### config.mk
export PLATFORM = sky130hd
export DESIGN_NAME = upfp_host
export DESIGN_NICKNAME = d
export VERILOG_FILES = /design/src/upfp_pkg.sv /design/src/upfp_host.sv /design/src/upfp_sync2.sv
export SDC_FILE = /design/constraint.sdc
export NUM_CORES = 1
export LEC_CHECK = 0
export BUFFER_PORTS_ARGS = -buffer_cell sky130_fd_sc_hd__buf_2
export CAP_MARGIN = 5
export CORE_UTILIZATION = 46
export DETAILED_ROUTE_END_ITERATION = 16
export GPL_TIMING_DRIVEN = 0
export PLACE_DENSITY = 0.73
export SYNTH_ARGS = -nofsm -noshare
export SYNTH_HDL_FRONTEND = slang
export SYNTH_HIERARCHICAL = 1
export SYNTH_SLANG_ARGS = --single-unit
export TNS_END_PERCENT = 20
### constraint.sdc
create_clock -name clk -period 1.5 [get_ports clk]
set_input_delay 0.3 -clock clk [delete_from_list [all_inputs] [get_ports clk]]
set_output_delay 0.3 -clock clk [all_outputs]
set_load 0.02 [all_outputs]
### src/upfp_pkg.sv
/*
  Constants for the host-side controller of a byte-wide asynchronous
  FIFO port: state codes, pin timings and cycle counts.
  Assumes a 40 MHz system clock; every count below is derived from it.
*/
package upfp_pkg;

  // ----------------------------------------------------------------
  // clock and synchroniser
  // ----------------------------------------------------------------
  localparam int CLK_PERIOD_NS = 25;
  localparam int SYNC_STAGES = 2;

  // ----------------------------------------------------------------
  // pin timings in ns
  // ----------------------------------------------------------------
  localparam int RD_PULSE_NS = 50;
  localparam int RD_DATA_NS = 50;
  localparam int RD_PRECHARGE_NS = 130;
  localparam int WR_PULSE_NS = 50;
  localparam int WR_SETUP_NS = 20;
  localparam int WR_RECOVER_NS = 130;
  localparam int WAKE_PULSE_NS = 50;

  // ----------------------------------------------------------------
  // cycle counts, least times rounded up
  // ----------------------------------------------------------------
  // least whole clock cycles that cover a time in ns
  function automatic int ns_to_cyc(int ns);
    return (ns + CLK_PERIOD_NS - 1) / CLK_PERIOD_NS;
  endfunction

  function automatic int cyc_max(int a, int b);
    return (a > b) ? a : b;
  endfunction

  localparam int RD_PULSE_CYC = ns_to_cyc(RD_PULSE_NS);
  localparam int RD_DATA_CYC = ns_to_cyc(RD_DATA_NS);
  localparam int RD_LOW_CYC = cyc_max(RD_PULSE_CYC, RD_DATA_CYC) + SYNC_STAGES;
  localparam int RD_REC_CYC = ns_to_cyc(RD_PRECHARGE_NS);
  localparam int WR_PULSE_CYC = ns_to_cyc(WR_PULSE_NS);
  localparam int WR_SETUP_CYC = ns_to_cyc(WR_SETUP_NS);
  localparam int WR_HIGH_CYC = cyc_max(WR_PULSE_CYC, WR_SETUP_CYC);
  localparam int WR_REC_CYC = ns_to_cyc(WR_RECOVER_NS);
  localparam int WAKE_CYC = ns_to_cyc(WAKE_PULSE_NS);

  localparam int CNT_W = 3;
  localparam logic [CNT_W-1:0] RD_LOW_LOAD = CNT_W'(RD_LOW_CYC - 1);
  localparam logic [CNT_W-1:0] RD_REC_LOAD = CNT_W'(RD_REC_CYC - 1);
  localparam logic [CNT_W-1:0] WR_HIGH_LOAD = CNT_W'(WR_HIGH_CYC - 1);
  localparam logic [CNT_W-1:0] WR_REC_LOAD = CNT_W'(WR_REC_CYC - 1);
  localparam logic [CNT_W-1:0] WAKE_LOAD = CNT_W'(WAKE_CYC - 1);
  localparam logic [CNT_W-1:0] CNT_ZERO = 3'h0;

  // ----------------------------------------------------------------
  // widths and reset values
  // ----------------------------------------------------------------
  localparam int BYTE_W = 8;
  localparam logic [BYTE_W-1:0] BYTE_RESET = 8'h00;

  // ----------------------------------------------------------------
  // controller states
  // ----------------------------------------------------------------
  typedef enum logic [2:0] {
    ST_IDLE = 3'b000,
    ST_RD_LOW = 3'b001,
    ST_RD_REC = 3'b010,
    ST_WR_HIGH = 3'b011,
    ST_WR_HOLD = 3'b100,
    ST_WR_REC = 3'b101,
    ST_WAKE = 3'b110
  } upfp_state_t;

endpackage

### src/upfp_host.sv
/*
  Host-side controller for a byte-wide asynchronous USB FIFO port.
  Reads received bytes, writes bytes to send, sends a wakeup strobe while
  the link is suspended and drives the device's active-low reset.
  Assumes the board resolves each two-way pin from out/oe_n pairs.
*/
// Behaviour
// RULE1 - device drives the receive byte on the bus while read strobe is low
// RULE2 - each falling read strobe moves the device to its next receive byte
// RULE3 - each falling write strobe stores the bus byte in the transmit FIFO
// RULE4 - host never writes while the transmit-space flag is high
// RULE5 - with space flag low, host pulses write strobe high then low
// RULE6 - host never reads while the receive-available flag is high
// RULE7 - with data waiting, host pulses read strobe low then high
// RULE8 - during device reset both flags float high through weak pull-ups
// RULE9 - suspended with wakeup enabled, the receive flag pin turns input
// RULE10 - host pulsing the receive flag low in suspend asks for resume
// RULE11 - driving the active-low reset input low resets the device
// RULE12 - in suspend the data and strobe pins are weakly pulled
// RULE13 - power enable goes low when configured, high in suspend
// RULE14 - host synchronises both flags before acting on them
`timescale 1ns/1ps
module upfp_host
  import upfp_pkg::*;
(
  // clock and reset
  input wire logic clk,
  input wire logic reset,
  // user transmit side
  input wire logic [BYTE_W-1:0] tx_data,
  input wire logic tx_valid,
  output logic tx_done,
  // user receive side
  output logic [BYTE_W-1:0] rx_data,
  output logic rx_valid,
  // user control and status
  input wire logic wake_req,
  input wire logic dev_reset_req,
  output logic link_suspended,
  output logic link_configured,
  // data bus pins
  input wire logic [BYTE_W-1:0] fifo_byte_bus_in,
  output logic [BYTE_W-1:0] fifo_byte_bus_out,
  output logic fifo_byte_bus_oe_n,
  // strobe pins
  output logic rd_strobe_n,
  output logic wr_strobe,
  // flag pins
  input wire logic tx_space_flag_n,
  input wire logic rx_avail_flag_n_in,
  output logic rx_avail_flag_n_out,
  output logic rx_avail_flag_n_oe_n,
  // power and reset pins
  input wire logic power_enable_n,
  output logic device_reset_n
);

  // ----------------------------------------------------------------
  // pin synchronisers
  // ----------------------------------------------------------------
  logic [BYTE_W+2:0] pins_raw;
  logic [BYTE_W+2:0] pins_sync;
  logic [BYTE_W-1:0] bus_sync;
  logic txe_sync_n;
  logic rxf_sync_n;
  logic power_enable_n_sync_n;

  // bus bits cross one by one; a read holds its strobe until all of them settle
  assign pins_raw = {power_enable_n, rx_avail_flag_n_in, tx_space_flag_n, fifo_byte_bus_in};

  // flags reset to the idle-high level they show while the device is reset
  upfp_sync2 #(
    .WIDTH(BYTE_W + 3),
    .INIT({3'h7, BYTE_RESET})
  ) u_sync (
    .clk(clk),
    .reset(reset),
    .din(pins_raw),
    .dout(pins_sync)
  ); // RULE14

  assign bus_sync = pins_sync[BYTE_W-1:0];
  assign txe_sync_n = pins_sync[BYTE_W];
  assign rxf_sync_n = pins_sync[BYTE_W+1];
  assign power_enable_n_sync_n = pins_sync[BYTE_W+2];

  // ----------------------------------------------------------------
  // sequencing
  // ----------------------------------------------------------------
  upfp_state_t state;
  upfp_state_t next_state;
  logic [CNT_W-1:0] cnt;
  logic [CNT_W-1:0] next_cnt;
  logic cnt_done;
  logic is_idle;
  logic suspended;
  logic go_rd;
  logic go_wr;
  logic go_wake;

  assign cnt_done = (cnt == CNT_ZERO);
  assign is_idle = (state == ST_IDLE);
  assign suspended = power_enable_n_sync_n; // RULE13
  // a high flag (also the pulled-up level during device reset) blocks access
  // reads win over writes so the receive side of the device never backs up
  assign go_rd = is_idle && !suspended && !rxf_sync_n; // RULE6 RULE8
  assign go_wr = is_idle && !suspended && !go_rd && tx_valid && !txe_sync_n; // RULE4 RULE8
  // wakeup only makes sense while suspended, when the flag pin is an input
  // the host cannot see whether the device has wakeup enabled; the user decides
  assign go_wake = is_idle && suspended && wake_req; // RULE9 RULE10

  // counters load one less than the cycle count and each timed state exits on zero; ST_WR_HOLD always lasts one cycle

  always_comb begin
    next_state = state;
    next_cnt = cnt_done ? CNT_ZERO : cnt - 3'h1;
    unique case (state)
      ST_IDLE: begin
        if (go_rd) begin
          next_state = ST_RD_LOW;
          next_cnt = RD_LOW_LOAD;
        end else if (go_wr) begin
          next_state = ST_WR_HIGH;
          next_cnt = WR_HIGH_LOAD;
        end else if (go_wake) begin
          next_state = ST_WAKE;
          next_cnt = WAKE_LOAD;
        end
      end
      ST_RD_LOW: begin
        if (cnt_done) begin
          next_state = ST_RD_REC;
          next_cnt = RD_REC_LOAD;
        end
      end
      ST_WR_HIGH: begin
        if (cnt_done) begin
          next_state = ST_WR_HOLD;
        end
      end
      ST_WR_HOLD: begin
        // data still driven one cycle past the falling write edge covers hold
        next_state = ST_WR_REC;
        next_cnt = WR_REC_LOAD;
      end
      ST_RD_REC, ST_WR_REC, ST_WAKE: begin
        if (cnt_done) begin
          next_state = ST_IDLE;
        end
      end
      default: begin
        next_state = ST_IDLE;
        next_cnt = CNT_ZERO;
      end
    endcase
  end

  // ----------------------------------------------------------------
  // next pin and user values
  // ----------------------------------------------------------------
  logic next_rd_strobe_n;
  logic next_wr_strobe;
  logic next_bus_oe_n;
  logic [BYTE_W-1:0] next_bus_out;
  logic next_rxf_oe_n;
  logic next_rx_valid;
  logic next_tx_done;
  logic rd_sample;

  // strobe held low long enough for data valid plus the two sync stages
  assign next_rd_strobe_n = (next_state != ST_RD_LOW); // RULE7 RULE1 RULE2
  // strobe high with data set up, then a falling edge with data still held
  assign next_wr_strobe = (next_state == ST_WR_HIGH); // RULE5 RULE3
  assign next_bus_oe_n = !((next_state == ST_WR_HIGH) || (next_state == ST_WR_HOLD));
  assign next_bus_out = go_wr ? tx_data : fifo_byte_bus_out;
  // the pin is driven low only for the wakeup pulse, never outside suspend
  assign next_rxf_oe_n = (next_state != ST_WAKE); // RULE10
  // last cycle of the low phase: the bus byte has crossed both sync stages
  assign rd_sample = (state == ST_RD_LOW) && cnt_done; // RULE1
  assign next_rx_valid = rd_sample;
  // done marks the cycle after the hold cycle, once the byte is taken
  assign next_tx_done = (state == ST_WR_HOLD);

  // ----------------------------------------------------------------
  // registers
  // ----------------------------------------------------------------
  always_ff @(posedge clk) begin
    if (reset) begin
      state <= ST_IDLE;
      cnt <= CNT_ZERO;
      rd_strobe_n <= 1'b1;
      wr_strobe <= 1'b0;
      fifo_byte_bus_oe_n <= 1'b1;
      fifo_byte_bus_out <= BYTE_RESET;
      rx_avail_flag_n_out <= 1'b0;
      rx_avail_flag_n_oe_n <= 1'b1;
      rx_data <= BYTE_RESET;
      rx_valid <= 1'b0;
      tx_done <= 1'b0;
      link_suspended <= 1'b0;
      link_configured <= 1'b0;
      device_reset_n <= 1'b0;
    end else begin
      state <= next_state;
      cnt <= next_cnt;
      rd_strobe_n <= next_rd_strobe_n;
      wr_strobe <= next_wr_strobe;
      fifo_byte_bus_oe_n <= next_bus_oe_n;
      fifo_byte_bus_out <= next_bus_out;
      // only the enable moves, so the flag pin is never driven high
      rx_avail_flag_n_out <= 1'b0;
      rx_avail_flag_n_oe_n <= next_rxf_oe_n;
      rx_data <= rd_sample ? bus_sync : rx_data;
      rx_valid <= next_rx_valid;
      tx_done <= next_tx_done;
      link_suspended <= power_enable_n_sync_n; // RULE13
      link_configured <= !power_enable_n_sync_n;
      // a plain registered follow: no minimum width here, the user must hold it
      device_reset_n <= !dev_reset_req; // RULE11
    end
  end

endmodule

### src/upfp_sync2.sv
/*
  Two-flop synchroniser for a group of independent level inputs.
  Assumes each bit is a level that stays put long enough to be seen;
  bits of a word are not guaranteed to land on the same edge.
*/
`timescale 1ns/1ps
module upfp_sync2 #(
  parameter int WIDTH = 1,
  parameter logic [WIDTH-1:0] INIT = '1
) (
  // clock and reset
  input wire logic clk,
  input wire logic reset,
  // level in and out
  input wire logic [WIDTH-1:0] din,
  output logic [WIDTH-1:0] dout
);

  logic [WIDTH-1:0] meta;

  always_ff @(posedge clk) begin
    if (reset) begin
      meta <= INIT;
      dout <= INIT;
    end else begin
      meta <= din;
      dout <= meta;
    end
  end

endmodule

==> qor.yml <==
drcViolationCount: 0
total_number_of_vias: 1460
die_y_microns: 67.6
cts.htree.levels: 2
timing.hold.ws_ns: 0.129
postSynthAreaPerCell_sq_um: 10.3
cp.arrival_ns: 1.82
cp_max_fo: 9
post_drt_wl_per_cell_microns: 11.9
n_antenna_cell: 0
die_width_microns: 67.6
synth.top_cells.by_area: "dfxtp_1, mux2i_1, nor2b_1"
fraction_of_layout_cells_with_a_size_suffix_above_1_pct: 32.7
postSynthNetCount: 216
drtIter0Drc: 67
synth-warning-count: 6
dpl.cell_count: 290
kind_of_path_behind_the_tightest_hold_check: "in2reg"
syn-instance-count: 192
cts_inserted_buffers: 5
violations: "negative setup slack"
track_usage_pct: 17.2
fin_worst_skew_ns: 0.0103
synth_most_common_cell: "dfxtp_1"
synth_flop_cell: "dfxtp_1"
antenna_found_initial: 0
fp.coreArea_sq_mm: 0.00406
vdd_ir_drop_max_mv: 0.759
initial_utilization_pct: 48.8
power_per_cell_area_mw_per_mm2: 1350
die_area_sq_mm: 0.00457
setup.worst_path.class: "reg2reg"
routabilityCongestion: 0.870
crit_end: "rx_data[6]"
synthToLayoutAreaGrowth_pct: 22.8
grt_max_degree: 18
critical_path.endpoint_type: "flop"
final_critical_path_setup_slack_ns: -0.121
timing_hold_violations_final: 0
ys_top_cells_by_count: "dfxtp_1, nor2_1, nor2b_1, mux2i_1"
final-setup-viol-count: 13
timing.rr.end: "rx_data[6]"
rrSetupSlack_ns: -0.12
worst_hold_startpoint: "dev_reset_req"
wl_microns: 3560
fin_area_sq_mm: 0.00243
power.leakage_nw: 1.01
cts-root-buf: "clkbuf_8"
synth_edf_count: 0
detail_route.vias_per_cell: 4.90
route.antenna.remaining_nets: 0
io_pins: 50
timing.final.crit_period_ns: 1.62
vias_in_the_first_global_route: 1267
r2r_cells: 6
final_cells: 298
worstReg2RegStart: "cnt[2]"
nets: 271
crit_path_start_kind: "flop"
grt_first_pass_wirelength_microns: 5710
grt_setup_unrepaired: "yes"
clk_transition_reported_paths_ns: 0.10
ys_seq_elements: 53
numClockSinks: 53
final.period_utilization_pct: 108
rows: 23
worst_setup_path_startpoint: "cnt[2]"
outcome: "complete, but fails checks"
cts-hold-fix-buffers: 0
cts_max_path_buffers: 2
first_pass_iters: 4
max_cap_violations: 0
worst-endpoint-required_ns: 1.69
clkLatencyLatePin_ns: 0.31
placement.io_buffers: 48
synth.top_cell.area_share_pct: 53.6
grt_overflow: 0
synth.largest_area_cell: "dfxtp_1"
tritoncts: "yes"
detailedPlacementHpwl_microns: 2590
asyncSetResetFlopFracSynth_pct: 0
fmax_mhz: 617
placed_cell_area_sq_mm: 0.00228
share_of_the_yosys_chip_area_belonging_to_registers_pct: 53.6
final_slew_violations: 0
post_synth_instance_area_sq_mm: 0.00198
yosys.cell_types.count: 45
## sequential cells by signal (all words and copies together), names as in the netlist, 3 cells and up
register	count
fifo_byte_bus_out	8
u_sync/dout	11
cnt	3
rx_data	8
u_sync/meta	11
state	3
## per-stage QoR
step                TNS [ns]  setup WS, ns  power, mW  util, %
floorplan                  0      0.000930       2.24        -
global placement       -1.17       -0.0811       2.41     56.2
detailed placement     -1.64        -0.125       2.42     56.2
CTS                   -0.940       -0.0989       3.25     59.1
global route           -2.32        -0.218       3.45     59.9
finish                 -1.01        -0.121       3.28     59.9
## cell type report
class | instances | area (sq um)
Fill cell | 380 | 1630
Sequential cell | 53 | 1060
Multi-Input combinational cell | 123 | 848
Timing Repair Buffer | 49 | 260
Buffer | 13 | 96.3
Clock buffer | 5 | 68.8
Tap cell | 50 | 62.6
Clock inverter | 3 | 21.3
Inverter | 2 | 7.51
## logic make-up (layout without fill, tap and decap cells)
kind of cell | count (synthesis) | after routing | synth area share (%)
AO/OA/AOI/OAI | 23 | 23 | 8.16
buffers and inverters | 16 | 72 | 5.25
flip-flops | 53 | 53 | 53.6
other | 1 | 1 | 0.190
AND/OR/NAND/NOR | 82 | 82 | 24.2
XOR/XNOR | 1 | 1 | 0.443
multiplexers | 16 | 16 | 8.10
## layer usage
metal | up-vias | share of wire [%] | track usage, %
li1 | 760 | - | -
met1 | 646 | 44 | 21.2
met2 | 49 | 49 | 26.9
met3 | 5 | 5.3 | 5.07
met4 | 0 | 1.8 | 9.04
met5 | - | 0 | 0
## critical path: stages (launching register included)
cell and delay [ns]:
dfxtp_2 0.35, or3_4 0.38, buf_6 0.15, nor3_4 0.19, buf_8 0.18, mux2i_2 0.21, nor2_1 0.05
## worst min-delay path by stage
stage | end | slack, ns | cells after the start
2_1_floorplan | device_reset_n | 0.37 | 1
3_3_place_gp | u_sync/dout[8] | 0.39 | 1
3_5_place_dp | u_sync/dout[10] | 0.39 | 1
4_1_cts | device_reset_n | 0.12 | 2
5_1_grt | device_reset_n | 0.13 | 2
6_report | device_reset_n | 0.13 | 2
## placed cells by master (no fill, tap or decap), types with 2 or more instances in the layout
cell      Yosys  final
a21oi_1       4      4
a22oi_1       2      2
and2b_1       2      2
and3_1        2      2
buf_2         2     50
buf_6         3      4
clkbuf_1      6      5
clkbuf_8      0      5
dfxtp_1      53     50
dfxtp_2       0      3
inv_1         2      2
mux2i_1      16     15
nand2_1       5      5
nand2b_1      4      4
nand3_1       3      3
nand3b_1      2      2
nor2_1       26     26
nor2b_1      17     17
nor3_1        2      2
nor4_2        0      2
o21ai_0       3      3
or2_1         6      6
or3_1         3      2
## report_power, final
| part | leakage (nW) | internal, mW | switching [mW] |
|---|---|---|---|
| sequential | 0.435 | 1.51 | 0.0711 |
| clock | 0.0445 | 0.332 | 0.474 |
| combinational | 0.534 | 0.401 | 0.489 |
## timing repair
item | in CTS | in global routing
resized for setup | 4 | 6
pin swaps | 1 | 2
buffers inserted | 1 | 0
endpoints found under the setup margin | 21 | 23
Power figures use the tool's default switching activity.
